`config.mk`:
```
export PLATFORM = sky130hd
export DESIGN_NAME = rstsrc_top
export DESIGN_NICKNAME = d
export VERILOG_FILES = /design/src/hw/rstsrc_pkg.sv /design/src/hw/rstsrc_filter.sv /design/src/hw/rstsrc_top.sv
export SDC_FILE = /design/constraint.sdc
export NUM_CORES = 1
export LEC_CHECK = 0
export ABC_AREA = 1
export BUFFER_PORTS_ARGS = -buffer_cell sky130_fd_sc_hd__buf_2
export CAP_MARGIN = 15
export CORE_ASPECT_RATIO = 0.5
export CORE_MARGIN = 3
export CORE_UTILIZATION = 50
export DETAILED_ROUTE_END_ITERATION = 16
export PLACE_DENSITY = 0.75
export SYNTH_ARGS = -nofsm -noshare
export SYNTH_HDL_FRONTEND = slang
export SYNTH_SLANG_ARGS = --single-unit
```
`constraint.sdc`:
```
create_clock -name clk_i -period 2.4 [get_ports clk_i]
set_clock_uncertainty 0.2 [all_clocks]
set_input_delay 0.48 -clock clk_i [delete_from_list [all_inputs] [get_ports clk_i]]
set_output_delay 0.48 -clock clk_i [all_outputs]
set_load 0.03 [all_outputs]
```
`src/hw/rstsrc_pkg.sv`:
```
// package of constants for the reset source tracking block
package rstsrc_pkg;
  // ************************************************************
  // clock and timing
  // ************************************************************
  localparam int unsigned CLK_HZ             = 40_000_000;
  localparam int unsigned STARTUP_TIMEOUT_US = 65000;  // start-up timeout period, plain default
  localparam int unsigned STARTUP_CYCLES     = (STARTUP_TIMEOUT_US * (CLK_HZ / 1_000_000));
  localparam int unsigned DROP_MIN_TIME_NS   = 2000;   // drop detection min time, plain default
  localparam int unsigned DROP_MIN_CYCLES    = (DROP_MIN_TIME_NS * (CLK_HZ / 1_000_000) + 999) / 1000;
  localparam int unsigned PIN_MIN_PULSE_NS   = 2500;   // reset pin min pulse, plain default
  localparam int unsigned PIN_MIN_CYCLES     = (PIN_MIN_PULSE_NS * (CLK_HZ / 1_000_000) + 999) / 1000;
  localparam int unsigned CNT_W              = 24;
  localparam int unsigned FLT_W              = 8;

  // ************************************************************
  // register map (word offsets in bytes)
  // ************************************************************
  localparam logic [3:0] ADDR_CAUSE  = 4'h0;
  localparam logic [3:0] ADDR_CTRL   = 4'h4;
  localparam logic [3:0] ADDR_IRQ_ST = 4'h8;
  localparam logic [3:0] ADDR_IRQ_MK = 4'hc;

  // cause flag bit positions
  localparam int unsigned BIT_POR  = 0;
  localparam int unsigned BIT_PIN  = 1;
  localparam int unsigned BIT_DROP = 2;
  localparam int unsigned BIT_WDT  = 3;
  localparam int unsigned BIT_TEST = 4;
  localparam int unsigned NCAUSE   = 5;

  // control bit positions
  localparam int unsigned BIT_CMP_BG = 0;
  localparam int unsigned BIT_CONV   = 1;
  localparam int unsigned BIT_RUN    = 2;

  localparam logic [NCAUSE-1:0] CAUSE_RST = 5'h01;
  localparam logic [NCAUSE-1:0] ZERO5     = 5'h00;

  typedef enum logic [1:0] {
    RSTSRC_HOLD = 2'b00,
    RSTSRC_WAIT = 2'b01,
    RSTSRC_RUN  = 2'b10
  } rstsrc_state_t;
endpackage

```
`src/hw/rstsrc_filter.sv`:
```
// persistence filter: output rises once input has stayed high for a minimum count
`timescale 1ns/10ps
module rstsrc_filter #(
  parameter int unsigned W   = 8,
  parameter int unsigned MIN = 1
) (
  input  wire logic clk_i,
  input  wire logic rst_i,
  input  wire logic lvl_i,
  output logic      hit_o
);
  logic [W-1:0] cnt_r;

  // count while the level holds, restart on any gap
  always_ff @(posedge clk_i) begin
    if (rst_i || !lvl_i) begin
      cnt_r <= '0;
    end else if (cnt_r != W'(MIN)) begin
      cnt_r <= cnt_r + W'(1);
    end
  end

  // short dips never reach the limit
  assign hit_o = lvl_i && (cnt_r == W'(MIN));
endmodule

```
`src/hw/rstsrc_top.sv`:
```
// reset source tracking: cause flags, start-up delay, bandgap enable, wishbone slave
// ************************************************************
// ************************************************************
//
// The Wishbone interface to the registers and the address map are this design's own decisions.
`timescale 1ns/10ps
module rstsrc_top
  import rstsrc_pkg::*;
#(
  parameter int unsigned STARTUP_CNT = rstsrc_pkg::STARTUP_CYCLES
) (
  input  wire logic        clk_i,
  input  wire logic        rst_i,
  input  wire logic        por_i,
  input  wire logic        reset_pin_n_i,
  input  wire logic        wdt_expire_i,
  input  wire logic        test_port_reset_instruction_i,
  input  wire logic        drop_det_en_fuse_i,
  input  wire logic        supply_low_i,
  input  wire logic        supply_ok_i,
  input  wire logic        wb_cyc_i,
  input  wire logic        wb_stb_i,
  input  wire logic        wb_we_i,
  input  wire logic [3:0]  wb_adr_i,
  input  wire logic [3:0]  wb_sel_i,
  input  wire logic [31:0] wb_dat_i,
  output logic [31:0]      wb_dat_o,
  output logic             wb_ack_o,
  output logic             core_reset_o,
  output logic             wdt_reset_pulse_o,
  output logic             bandgap_en_o,
  output logic             irq_o
);
  import rstsrc_pkg::*;

  // ************************************************************
  // reset sources
  // ************************************************************
  logic              pin_hit;
  logic              drop_hit;
  logic              wdt_pulse_r;
  logic              wdt_pulse_d_r;
  logic              drop_active_r;
  logic              any_src;
  logic              wdt_fall;
  logic [NCAUSE-1:0] cause_r;
  logic [NCAUSE-1:0] ev;
  logic [NCAUSE-1:0] irq_st_r;
  logic [NCAUSE-1:0] irq_mk_r;
  logic [2:0]        ctrl_r;
  logic [CNT_W-1:0]  dly_r;
  rstsrc_state_t     state_r;
  logic              wr;
  logic              rd;

  // pin low must persist; filter ignores short glitches
  rstsrc_filter #(.W(FLT_W), .MIN(PIN_MIN_CYCLES)) u_pin_flt (
    .clk_i (clk_i),
    .rst_i (rst_i),
    .lvl_i (!reset_pin_n_i),
    .hit_o (pin_hit)
  );

  // supply low must outlast the minimum detection time
  rstsrc_filter #(.W(FLT_W), .MIN(DROP_MIN_CYCLES)) u_drop_flt (
    .clk_i (clk_i),
    .rst_i (rst_i),
    .lvl_i (supply_low_i && drop_det_en_fuse_i),
    .hit_o (drop_hit)
  );

  // watchdog pulse: one cycle after expiry is seen high while the sequencer is in run
  always_ff @(posedge clk_i) begin
    if (rst_i) begin
      wdt_pulse_r   <= 1'b0;
      wdt_pulse_d_r <= 1'b0;
    end else begin
      wdt_pulse_r   <= wdt_expire_i && !wdt_pulse_r && (state_r == RSTSRC_RUN);
      wdt_pulse_d_r <= wdt_pulse_r;
    end
  end
  assign wdt_fall          = wdt_pulse_d_r && !wdt_pulse_r;
  assign wdt_reset_pulse_o = wdt_pulse_r;

  // brown-out held from detection until the supply is back up
  always_ff @(posedge clk_i) begin
    if (rst_i || por_i) begin
      drop_active_r <= 1'b0;
    end else if (drop_hit) begin
      drop_active_r <= 1'b1;
    end else if (supply_ok_i || !drop_det_en_fuse_i) begin
      drop_active_r <= 1'b0;
    end
  end

  assign any_src = por_i || pin_hit || drop_hit || drop_active_r
                 || wdt_pulse_r || test_port_reset_instruction_i;

  // ************************************************************
  // start-up delay sequencer
  // ************************************************************
  // held sources keep the counter parked; timeout starts once all are gone
  always_ff @(posedge clk_i) begin
    if (rst_i) begin
      state_r <= RSTSRC_HOLD;
      dly_r   <= '0;
    end else begin
      case (state_r)
        RSTSRC_HOLD: begin
          dly_r <= '0;
          if (!any_src && !wdt_pulse_d_r) begin
            state_r <= RSTSRC_WAIT;
          end
        end
        RSTSRC_WAIT: begin
          if (any_src) begin
            state_r <= RSTSRC_HOLD;
          end else if (dly_r == CNT_W'(STARTUP_CNT - 1)) begin
            state_r <= RSTSRC_RUN;
          end else begin
            dly_r <= dly_r + CNT_W'(1);
          end
        end
        RSTSRC_RUN: begin
          if (any_src) begin
            state_r <= RSTSRC_HOLD;
          end
        end
        default: state_r <= RSTSRC_HOLD;
      endcase
    end
  end
  // core stays held through the timeout after each source
  // the pulse cycle itself holds the core, before the sequencer has left run
  assign core_reset_o = (state_r != RSTSRC_RUN) || wdt_pulse_r || wdt_fall;

  // ************************************************************
  // cause flags
  // ************************************************************
  always_comb begin
    ev           = ZERO5;
    ev[BIT_POR]  = por_i;
    ev[BIT_PIN]  = pin_hit;
    ev[BIT_DROP] = drop_hit;
    ev[BIT_WDT]  = wdt_pulse_r;
    ev[BIT_TEST] = test_port_reset_instruction_i;
  end

  // writes land at the edge where the master samples ack high
  assign wr = wb_cyc_i && wb_stb_i && wb_we_i && wb_ack_o;
  assign rd = wb_cyc_i && wb_stb_i && !wb_we_i && !wb_ack_o;

  // set wins over a same-cycle software clear; ones written are ignored
  always_ff @(posedge clk_i) begin
    if (rst_i) begin
      cause_r <= CAUSE_RST;
    end else if (por_i) begin
      cause_r <= CAUSE_RST;
    end else begin
      if (wr && wb_adr_i == ADDR_CAUSE && wb_sel_i[0]) begin
        cause_r <= (cause_r & wb_dat_i[NCAUSE-1:0]) | ev;
      end else begin
        cause_r <= cause_r | ev;
      end
    end
  end

  // ************************************************************
  // control, bandgap and interrupts
  // ************************************************************
  always_ff @(posedge clk_i) begin
    if (rst_i) begin
      ctrl_r   <= 3'h0;
      irq_mk_r <= ZERO5;
    end else if (wr && wb_sel_i[0]) begin
      if (wb_adr_i == ADDR_CTRL) begin
        ctrl_r <= wb_dat_i[2:0];
      end
      if (wb_adr_i == ADDR_IRQ_MK) begin
        irq_mk_r <= wb_dat_i[NCAUSE-1:0];
      end
    end
  end

  // reference powered only when a user needs it, to save supply current
  assign bandgap_en_o = drop_det_en_fuse_i || ctrl_r[BIT_CMP_BG] || ctrl_r[BIT_CONV];

  // status cleared by a read; a new event in that cycle still lands
  always_ff @(posedge clk_i) begin
    if (rst_i) begin
      irq_st_r <= ZERO5;
    end else if (rd && wb_adr_i == ADDR_IRQ_ST) begin
      irq_st_r <= ev;
    end else begin
      irq_st_r <= irq_st_r | ev;
    end
  end
  assign irq_o = |(irq_st_r & irq_mk_r);

  // ************************************************************
  // wishbone slave: ack one cycle after strobe
  // ************************************************************
  always_ff @(posedge clk_i) begin
    if (rst_i) begin
      wb_ack_o <= 1'b0;
      wb_dat_o <= 32'h0000_0000;
    end else begin
      wb_ack_o <= wb_cyc_i && wb_stb_i && !wb_ack_o;
      wb_dat_o <= 32'h0000_0000;
      if (rd) begin
        case (wb_adr_i)
          ADDR_CAUSE:  wb_dat_o <= {27'h0, cause_r};
          ADDR_CTRL:   wb_dat_o <= {29'h0, (state_r == RSTSRC_RUN), ctrl_r[1:0]};
          ADDR_IRQ_ST: wb_dat_o <= {27'h0, irq_st_r};
          ADDR_IRQ_MK: wb_dat_o <= {27'h0, irq_mk_r};
          default:     wb_dat_o <= 32'h0000_0000;
        endcase
      end
    end
  end
endmodule

```
; ---- After elaboration in Yosys (flattened, before gate mapping)
; Cells that the tools add are included.
[word_totals]
out_inout_bits = 37
rom_bits = 0
in_bits = 52
latchBits = 0
ramBits = 0
ff_bits = 95
mem_count = 0
[op_classes]
shift = 0
n_eq_ne = 16
muxes = 13
n_lt_le_gt_ge = 0
n_mul = 0
n_div = 0
reduce_logical = 49
bitwise_logic = 6
add_sub_neg = 3
[op_table]
columns = operator, count
row1 = two-way mux 24 bit, 2
row2 = one-hot mux 24 bit (2 select lines), 1
row3 = "adder 24 x 1 -> 24 bit, second input constant", 1
row4 = "equality test 24 x 22 -> 1 bit, second input constant", 1
row5 = one-hot mux 5 bit (4 select lines), 1
row6 = logical AND 1 bit, 17
row7 = "adder 8 x 1 -> 8 bit, second input constant", 2
row8 = "equality test 8 x 7 -> 1 bit, second input constant", 2
row9 = "inequality test 8 x 7 -> 1 bit, second input constant", 2
row10 = bitwise OR 5 bit, 3
row11 = logical OR 1 bit, 13
row12 = AND 5 bit, 2
row13 = two-way mux 5 bit, 2
row14 = "inequality test 2 bit, second input constant", 5
row15 = "equality test 4 bit, second input constant", 2
row16 = zero test 1 bit, 8
row17 = two-way mux 2 bit, 4
row18 = one-hot mux 2 bit (3 select lines), 1
row19 = AND reduction 3 bit, 2
row20 = OR reduction 5 bit, 1
row21 = "equality test 4 x 3 -> 1 bit, second input constant", 1
row22 = zero test 4 bit, 1
row23 = AND reduction 2 bit, 2
row24 = nonzero test 2 bit, 2
row25 = 7 further kinds, 9

; ---- Logic depth before layout (Yosys ltp)
; Gate-level depths: netlist of the first run.
[logic_depth]
word_depth = 11
mapped_depth = 12
depth_no_buf = 11

; ---- Modules after synthesis
; A second synthesis of the first run with hierarchy kept.
[unflattened]
cells_unflattened = 617
area_unflattened_um2 = 3952.5
[modules_own_cells]
columns = mod, seq_area_each_um2, instances, area_each_um2, cells_each
row1 = rstsrc_top, 1041.0, 1, 3027.9, 486
row2 = rstsrc_filter at u_pin_flt, 160.2, 1, 483.0, 66
row3 = rstsrc_filter at u_drop_flt, 160.2, 1, 441.7, 65

; ---- Worst setup path before layout of the first run
; No wires, ideal clock.
[synth_timing]
kind = register to register
from = reg dly_r[0]
to = reg dly_r[11]
setup_time_ns = 0.132
t_arrival_ns = 1.557
path_stages_with_launch = 12
path_slack_ns = 0.510
path_cell_list = dfxtp_1 -> ha_1 -> nand2_2 -> inv_2 -> nand2_1 -> nor2_2 -> nand3_2 -> nand2_2 -> nand2_4 -> buf_1 -> nand3_1 -> a21oi_1
[synth_via]
elab_chain_len = 4
[synth_rtl]
columns = item, line_no
row1 = start: declaration, rstsrc_top.sv:51  ; logic [CNT_W-1:0] dly_r;
row2 = start signal: assignment, rstsrc_top.sv:121  ; dly_r <= dly_r + CNT_W'(1);
row3 = adder 24 x 1 -> 24 bit, rstsrc_top.sv:121
row4 = two-way mux 24 bit, rstsrc_top.sv:118  ; end else if (dly_r == CNT_W'(STARTUP_CNT - 1)) begin
row5 = two-way mux 24 bit, rstsrc_top.sv:116  ; if (any_src) begin
row6 = one-hot mux 24 bit (2 select lines), rstsrc_top.sv:108  ; case (state_r)
; Parallel ways exist; a longest one is shown, timed or not. The select of a mux whose other input is x is not followed.
; A chain may end at the register's enable or synchronous reset.

; ---- Worst setup path after layout of the first run
[layout_timing]
from = reg dly_r[1]
to = reg dly_r[1]
; Same word-level chain as after synthesis.

==> results of run 1 <==
metrics by stage:
step / utilization / setup slack (ns) / total power [mW] / hold WS (ns) / instance area, µm²
floorplan: - / 0.510 / 1.36 / 0.237 / 3990
global placement: 0.545 / 0.438 / 1.38 / 0.251 / 4050
detailed placement: 0.545 / 0.389 / 1.38 / 0.259 / 4050
CTS: 0.586 / 0.372 / 2.72 / 0.182 / 4360
global route: 0.586 / 0.0772 / 2.79 / 0.191 / 4360
finish: 0.586 / 0.389 / 2.70 / 0.187 / 4360
cell usage after synthesis (all sizes together), types with 2 or more instances:
library cell,instances
nand3,46
o21ai,17
inv,59
nand3b,3
or2,2
ha,5
xor2,10
xnor2,6
o22ai,2
a21oi,51
nand4,10
clkbuf,7
dfxtp,68
a31o,2
buf,32
nor3,11
nor2,103
nand2,161
kinds of logic after synthesis:
family / synth area share
AOI/OAI and AO/OA: 0.0998
other: 0.000965
and+or+nand+nor: 0.371
DFF: 0.350
buffers and inverters: 0.126
adders and majority gates: 0.0161
xor gates and xnor gates: 0.0360
power breakdown:
part           switching [mW]  internal, mW  total, mW  leakage (nW)
sequential            0.00724          1.14       1.15         0.549
combinational           0.165        0.0440      0.209         0.969
clock                   0.483         0.861       1.34         0.142
total                   0.655          2.04       2.70          1.66
path summary, 6_finish.rpt:
check                    startpoint                endpoint
min reg2reg  irq_st_r[2]$_SDFF_PP0_  irq_st_r[2]$_SDFF_PP0_
min                           rst_i  irq_st_r[0]$_SDFF_PP0_
max reg2reg   dly_r[1]$_SDFFE_PP0P_   dly_r[1]$_SDFFE_PP0P_
max           dly_r[1]$_SDFFE_PP0P_   dly_r[1]$_SDFFE_PP0P_
worst reg2reg max path, stage by stage (launching register included):
cell     delay, ns
dfxtp_1       0.37
ha_1          0.20
nand2_2       0.09
inv_2         0.08
nand2_1       0.05
nor2_2        0.12
nand3_2       0.12
nand2_2       0.10
nand2_4       0.12
nand2_4       0.25
nand2_1       0.11
a21oi_1       0.13
layout make-up:
type | instances | area (µm²)
Fill cell | 736 | 3080
Multi-Input combinational cell | 461 | 2130
Sequential cell | 68 | 1360
Clock buffer | 13 | 260
Inverter | 59 | 221
Timing Repair Buffer | 39 | 215
Tap cell | 96 | 120
Clock inverter | 3 | 45.0
flip-flops by register name, summed over array words and instances (netlist names):
| signal | flops |
|---|---|
| wb_dat_o | 5 |
| wdt_reset_pulse_o | 1 |
| state_r | 2 |
| dly_r | 24 |
| u_drop_flt.cnt_r | 8 |
| drop_active_r | 1 |
| ctrl_r | 2 |
| u_pin_flt.cnt_r | 8 |
| wb_ack_o | 1 |
| wdt_pulse_d_r | 1 |
| irq_mk_r | 5 |
| irq_st_r | 5 |
| cause_r | 5 |
layer usage:
metal	vias to the layer above	part of all wire	track usage
li1	1941	-	-
met1	1680	0.48	0.255
met2	101	0.45	0.336
met3	16	0.056	0.0600
met4	0	0.016	0.0692
met5	-	0	0
==> results.yml, run 1 <==
yosys:
  ys_seq_elements: 68
  yosysWarnings: 0
  synth_ff_type: "dfxtp_1"
  ys_types: 35
  async_flop_share: 0
  yosysTopAreaCellShare: 0.350
  synth_cells: 601
  yosys-top-cells-area: "dfxtp_1 35%, nand2_1 15%, nor2_1 9.7%"
  synth_area_per_cell_um2: 6.47
  syn_area_mm2: 0.00389
  ys_seq_area_frac: 0.350
  synth_edf_count: 0
  yosysTopAreaCell: "dfxtp_1"
setup_path:
  r2r_cells: 11
  start_kind: "flop"
  cp_num_buf_inv: 1
  arrival_ns: 2.08
  crit_path_end_kind: "flop"
  required_ns: 2.46
  crit_chain: "ha_1 -> nand2_2 -> inv_2 -> nand2_1 -> nor2_2 -> nand3_2 -> nand2_2 -> nand2_4 -> nand2_4 -> nand2_1 -> a21oi_1"
  rrSetupSlack_ns: 0.39
  cpMaxStageDelayCell: "dfxtp_1"
  path_depth: 11
  cpLargestDelayFamily: "simple AND/OR/NAND/NOR gates"
  path_max_fanout: 24
  slowest_delay_ns: 0.37
  crit_type: "flop to flop"
timing:
  max_freq_ghz: 0.497
  rsz0062_at_grt: "no"
  finalHoldViolCount: 0
  finalCriticalPeriod_ns: 2.01
  fin_setup_tns_ns: 0
  final_max_slew_viol_count: 0
  period_share: 0.838
  setup_viol: 0
floorplanning:
  dieArea_mm2: 0.00893
  start_util: 0.523
  die_height_um: 68.4
  die_w_um: 131
  core_area_mm2: 0.00743
  num_io_pins: 89
  rows: 22
global_route:
  antenna_found_initial: 0
  grt_pass1_wl_mm: 14.3
  grt_max_degree: 32
  gr-total-overflow: 0
  grt_pass1_vias: 3215
  grt_usage: 0.203
hold_path:
  hold_path_depth: 2
  hp-class: "input pin to flop"
power_and_ir_drop:
  power.density_mw_per_mm2: 619
  leakage_nw: 1.66
  vdd.ir_drop.worst_mv: 0.437
drt:
  drc: 0
  num_vias: 3738
  drt-pass1-iter-count: 4
  via_per_inst: 5.06
  ant_nets: 0
  drt_wl_total_mm: 8.71
  routedWlPerCell_um: 11.8
  detailedRoute.firstIterationViolations: 203
placed_design:
  placed_cells: 723
  io_buffer_count: 31
  dp_hpwl_mm: 6.45
  gp_congestion: 0.930
cts:
  cts-hold-fix-buffers: 0
  clk_pin_slew_worst_paths_ns: 0.05
  cts_num_sinks: 68
  clockBufferDepth: 2
  cts_setup_buffers: 0
  cts_buffers: 9
  tritoncts: "built"
  h-tree-depth: 3
  postCtsResizedCells: 0
  clk_latency_ns: 0.34
  cts_root_buffer: "clkbuf_16"
finish:
  final_common_cell: "nand2_1"
  diodes: 0
  fin_nets: 695
  area_growth_pct: 12.1
  fin_cells: 739
  drive_gt1_frac: 0.107
  layout_common_cells: "156 x nand2_1, 100 x nor2_1, 68 x dfxtp_1, 58 x inv_1, 51 x a21oi_1"
run_status:
  status: "finished clean"
flow_run:
  cap_violations: 0
(Power assumes the default switching activity.)
==> run 2, diff against run 1 <==
--- a/config.mk
+++ b/config.mk
@@ -10,9 +10,9 @@
 export CAP_MARGIN = 15
 export CORE_ASPECT_RATIO = 0.5
 export CORE_MARGIN = 3
-export CORE_UTILIZATION = 50
+export CORE_UTILIZATION = 49
 export DETAILED_ROUTE_END_ITERATION = 16
-export PLACE_DENSITY = 0.75
+export PLACE_DENSITY = 0.76
 export SYNTH_ARGS = -nofsm -noshare
 export SYNTH_HDL_FRONTEND = slang
 export SYNTH_SLANG_ARGS = --single-unit
==> constraint.sdc (replaced) <==
create_clock -name clk_i -period 1.8 [get_ports clk_i]
set_clock_uncertainty 0.2 [all_clocks]
set_input_delay 0.36 -clock clk_i [delete_from_list [all_inputs] [get_ports clk_i]]
set_output_delay 0.36 -clock clk_i [all_outputs]
set_load 0.03 [all_outputs]
==> results.yml, run 2 (synthesized netlist as in run 1, its figures left out) <==
run_status:
  status: "finished, violations left"
  violations: "setup timing"
finish:
  diodes: 0
  design_area_mm2: 0.00518
  drive_gt1_frac: 0.277
  fin_cells: 798
  area_growth_pct: 33.4
  top_regs: "dly_r (24), u_drop_flt.cnt_r (8), u_pin_flt.cnt_r (8)"
  layout_common_cells: "143 x nand2_1, 83 x nor2_1, 57 x inv_1, 47 x dfxtp_1, 46 x buf_4"
  fin_nets: 743
  regMostFlops: "dly_r"
  largest_reg_flops: 24
  final_common_cell: "nand2_1"
floorplanning:
  num_io_pins: 89
  core_area_mm2: 0.00751
  die_w_um: 132
  rows: 22
  start_util: 0.517
  die_height_um: 69.0
  dieArea_mm2: 0.00910
timing:
  final_max_slew_viol_count: 0
  fin_ws_ns: -0.0166
  fin_setup_tns_ns: -0.118
  max_freq_ghz: 0.550
  setup_viol: 13
  period_share: 1.01
  rsz0062_at_grt: "yes"
  finalCriticalPeriod_ns: 1.82
  finalHoldViolCount: 0
placed_design:
  placed_cells: 773
  gp_congestion: 0.904
  io_buffer_count: 31
  post_dp_cell_area_mm2: 0.00437
  pre_cts_ws_ns: -0.0414
  dp_hpwl_mm: 6.80
cts:
  h-tree-depth: 3
  cts_root_buffer: "clkbuf_16"
  clk_latency_ns: 0.34
  tritoncts: "built"
  clk_pin_slew_worst_paths_ns: 0.06
  cts_num_sinks: 68
  cts_buffers: 9
  clockBufferDepth: 2
global_route:
  grt_max_degree: 25
  grt_pass1_vias: 3541
  grt_usage: 0.216
  grt_pass1_wl_mm: 15.9
  antenna_found_initial: 0
  gr-total-overflow: 0
drt:
  drc: 0
  routedWlPerCell_um: 13.8
  drt-pass1-iter-count: 5
  detailedRoute.firstIterationViolations: 395
  via_per_inst: 5.22
  ant_nets: 0
  num_vias: 4162
  drt_wl_total_mm: 11.0
power_and_ir_drop:
  total_power_mw: 3.97
  power.density_mw_per_mm2: 765
  vdd.ir_drop.worst_mv: 0.627
  leakage_nw: 2.02
setup_path:
  start_kind: "flop"
  crit_type: "flop to flop"
  crit_chain: "ha_4 -> nand2_4 -> inv_4 -> buf_6 -> nand2_2 -> nor2_1 -> nand2_1 -> nand2_2 -> o21ai_4 -> buf_6 -> nand2_1 -> a21oi_2"
  required_ns: 1.87
  arrival_ns: 1.89
  slowest_delay_ns: 0.33
  cpMaxStageDelayCell: "dfxtp_2"
  path_max_fanout: 6
  cpLargestDelayFamily: "simple AND/OR/NAND/NOR gates"
  crit_path_end_kind: "flop"
  cp_num_buf_inv: 3
hold_path:
  hp-class: "input pin to flop"
flow_run:
  cap_violations: 0
## run 2: per-layer routing
metal	up-vias	GRT usage	routed length, µm
met1	1914	0.264	4660
met5	-	0	0
met3	26	0.0645	894
li1	2038	-	-
met4	0	0.0445	185
met2	184	0.390	5250
## run 2: per-stage QoR
step	hold slack, ns	util
floorplan	0.237	-
global placement	0.250	0.581
detailed placement	0.257	0.581
CTS	0.0628	0.631
global route	0.0986	0.690
finish	0.0715	0.690
## run 2: final cells by class
cell class,count,area [µm²]
Sequential cell,68,1390
Clock inverter,6,113
Timing Repair Buffer,85,644
Fill cell,607,2330
Clock buffer,9,225
Tap cell,108,135
Multi-Input combinational cell,463,2450
Inverter,59,224
## run 2: worst paths after layout
check / start / slack, ns / depth (start not counted) / end
worst min register to register: irq_st_r[2]$_SDFF_PP0_ / 0.26 / 2 / irq_st_r[2]$_SDFF_PP0_
worst max-delay path: dly_r[1]$_SDFFE_PP0P_ / -0.02 / 12 / dly_r[21]$_SDFFE_PP0P_
worst max register to register: dly_r[1]$_SDFFE_PP0P_ / -0.02 / 12 / dly_r[21]$_SDFFE_PP0P_
worst min-delay path: wb_dat_i[4] / 0.07 / 3 / irq_mk_r[4]$_SDFFE_PP0P_
## run 2: tightest hold or removal path, stage by stage
cell and delay, ns:
buf_2 0.09, nor2_1 0.04, nor2_1 0.08
## run 2: power by group
group | switching, mW | internal (mW) | total (mW)
sequential | 0.00992 | 1.52 | 1.53
clock | 0.676 | 1.35 | 2.03
combinational | 0.292 | 0.123 | 0.415
## run 2: repair_timing
item | in CTS | in global routing
buffers inserted | 1 | 4
gates cloned | 0 | 5
setup endpoints to repair | 26 | 28
gates resized for setup | 10 | 101
hold buffers | 0 | 0
pin swaps | 0 | 29
==> run 3, diff against run 2 <==
--- a/config.mk
+++ b/config.mk
@@ -5,14 +5,13 @@
 export SDC_FILE = /design/constraint.sdc
 export NUM_CORES = 1
 export LEC_CHECK = 0
-export ABC_AREA = 1
 export BUFFER_PORTS_ARGS = -buffer_cell sky130_fd_sc_hd__buf_2
 export CAP_MARGIN = 15
 export CORE_ASPECT_RATIO = 0.5
 export CORE_MARGIN = 3
-export CORE_UTILIZATION = 49
+export CORE_UTILIZATION = 48
 export DETAILED_ROUTE_END_ITERATION = 16
-export PLACE_DENSITY = 0.76
+export PLACE_DENSITY = 0.77
 export SYNTH_ARGS = -nofsm -noshare
 export SYNTH_HDL_FRONTEND = slang
 export SYNTH_SLANG_ARGS = --single-unit
==> results.yml, run 3 <==
run_status:
  status: "finished, violations left"
  violations: "setup timing"
yosys:
  ys_seq_elements: 68
  yosys-top-cells-area: "dfxtp_1 40%, buf_4 6.0%, nor2_1 5.3%"
  yosysTopAreaCellShare: 0.402
  synth_edf_count: 0
  synth_area_per_cell_um2: 8.57
  ys_seq_area_frac: 0.402
  syn_area_mm2: 0.00338
  async_flop_share: 0
  yosysTopAreaCell: "dfxtp_1"
  synth.most_common_cell: "dfxtp_1"
  synth_common_cells: "68 x dfxtp_1, 48 x nor2_1, 27 x a21oi_1, 27 x buf_4, 23 x nand2_1"
  synth_cells: 395
  synth_ff_type: "dfxtp_1"
  ys_types: 46
  yosysWarnings: 0
placed_design:
  dp_hpwl_mm: 5.93
  post_dp_cell_area_mm2: 0.00419
  pre_cts_ws_ns: -0.659
  placed_cells: 589
  gp_congestion: 0.838
  io_buffer_count: 31
finish:
  fillCellCount: 393
  drive_gt1_frac: 0.402
  regMostFlops: "dly_r"
  fin_nets: 582
  regArea_mm2: 0.00138
  fin_cells: 618
  design_area_mm2: 0.00489
  top_regs: "dly_r (24), u_drop_flt.cnt_r (8), u_pin_flt.cnt_r (8)"
  layout_common_cells: "96 x buf_4, 55 x dfxtp_1, 47 x nor2_1, 28 x buf_2, 27 x conb_1"
  largest_reg_flops: 24
  area_growth_pct: 44.4
  final_common_cell: "buf_4"
  multi_input_area_mm2: 0.00204
  fin_util: 0.760
  diodes: 0
setup_path:
  rrSetupSlack_ns: -0.65
  required_ns: 1.85
  crit_type: "flop to flop"
  r2r_cells: 7
  crit_path_end_kind: "flop"
  path_max_fanout: 5
  arrival_ns: 2.50
  crit_chain: "or4b_4 -> or4_4 -> a21oi_4 -> buf_12 -> clkbuf_16 -> o21ai_2 -> a21oi_1"
  start_kind: "flop"
  slowest_delay_ns: 0.57
  cpMaxStageDelayCell: "or4_4"
power_and_ir_drop:
  power_switching_mw: 0.870
  internal_power_mw: 2.70
  seqPwrFrac: 0.428
  leakage_nw: 2.00
  total_power_mw: 3.57
  switching_share: 0.244
  power.density_mw_per_mm2: 729
  combPwrFrac: 0.098
  pwr-share-clk: 0.474
  vdd.ir_drop.worst_mv: 0.662
timing:
  max_freq_ghz: 0.408
  final_max_slew_viol_count: 0
  fin_ws_ns: -0.649
  finalHoldViolCount: 0
  period_share: 1.36
  setup_viol: 28
  fin_setup_tns_ns: -13.70
  whs_ns: 0.0827
  finalCriticalPeriod_ns: 2.45
  rsz0062_at_grt: "yes"
global_route:
  antenna_found_initial: 0
  grt_usage: 0.239
  grt_pass1_vias: 3433
  grt_pass1_wl_mm: 15.6
  gr-total-overflow: 0
  grt_max_degree: 22
hold_path:
  hp-class: "input pin to flop"
  hold_path_depth: 2
cts:
  cts_buffers: 9
  cts-hold-fix-buffers: 0
  h-tree-depth: 3
  cts_num_sinks: 68
  tritoncts: "built"
  clockBufferDepth: 2
  cts_root_buffer: "clkbuf_16"
  clk_pin_slew_worst_paths_ns: 0.06
  clk_latency_ns: 0.33
drt:
  routedWlPerCell_um: 16.8
  drt-pass1-iter-count: 6
  num_vias: 3533
  ant_nets: 0
  via_per_inst: 5.72
  detailedRoute.firstIterationViolations: 214
  drc: 0
  drt_wl_total_mm: 10.4
floorplanning:
  core_area_mm2: 0.00643
  num_io_pins: 89
  die_w_um: 125
  dieArea_mm2: 0.00816
  die_height_um: 65.4
  rows: 20
  start_util: 0.526
flow_run:
  cap_violations: 0
run 3: changes by cell type after synthesis, sizes merged, moves of 15 or more:
cell,delta
nand2,-138
mux2i,+15
a21oi,-23
or4,+15
nand3,-25
or3,+17
nor2,-55
inv,-52
run 3: area by class of cell:
class / instances / area share
multi-input combinational: 304 / 0.416
inverter: 7 / 0.00537
timing repair buffer: 135 / 0.214
sequential: 68 / 0.282
clock inverter: 3 / 0.00410
clock buffer: 13 / 0.0553
tap: 88 / 0.0225
run 3: path summary, 6_finish.rpt:
path | startpoint | to
worst max-delay path | dly_r[14]$_SDFFE_PP0P_ | dly_r[4]$_SDFFE_PP0P_
worst max register to register | dly_r[14]$_SDFFE_PP0P_ | dly_r[4]$_SDFFE_PP0P_
worst min-delay path | wdt_expire_i | wdt_reset_pulse_o$_SDFF_PP0_
worst min register to register | cause_r[0]$_SDFF_PP1_ | cause_r[0]$_SDFF_PP1_
run 3: what timing repair did:
action,CTS,global route
cloned,2,1
endpoints found under the hold margin,0,0
resized for setup,27,37
setup endpoints to repair,28,52
setup buffers,8,2
pin swaps,10,23
run 3: power by group through the flow:
stage	Sequential, mW	Combinational (mW)	Clock [mW]
floorplan	1.56	0.222	0
global placement	1.56	0.265	0
detailed placement	1.56	0.269	0
CTS	1.53	0.311	1.69
global route	1.53	0.366	1.78
finish	1.53	0.350	1.69
run 3: critical path, delay by kind of cell, from the launching register on:
| kind | cells | cell delay [ns] |
|---|---|---|
| and+or+nand+nor | 2 | 1.10 |
| AOI/OAI and AO/OA | 3 | 0.44 |
| DFF | 1 | 0.31 |
| buffers and inverters | 2 | 0.31 |
run 3: cells by family after synthesis:
family                   share of synthesized area
buffers and inverters                       0.0939
other                                      0.00111
AO/OA/AOI/OAI                                0.118
flip-flops                                   0.402
XOR/XNOR                                    0.0414
multiplexers                                0.0510
adder cells (fa/ha/maj)                     0.0185
AND/OR/NAND/NOR                              0.274
run 3: per-layer routing:
metal / routed length [µm] / global-route usage
met3: 774 / 0.0771
met1: 4000 / 0.251
met4: 339 / 0.104
met5: 0 / 0
met2: 5270 / 0.448
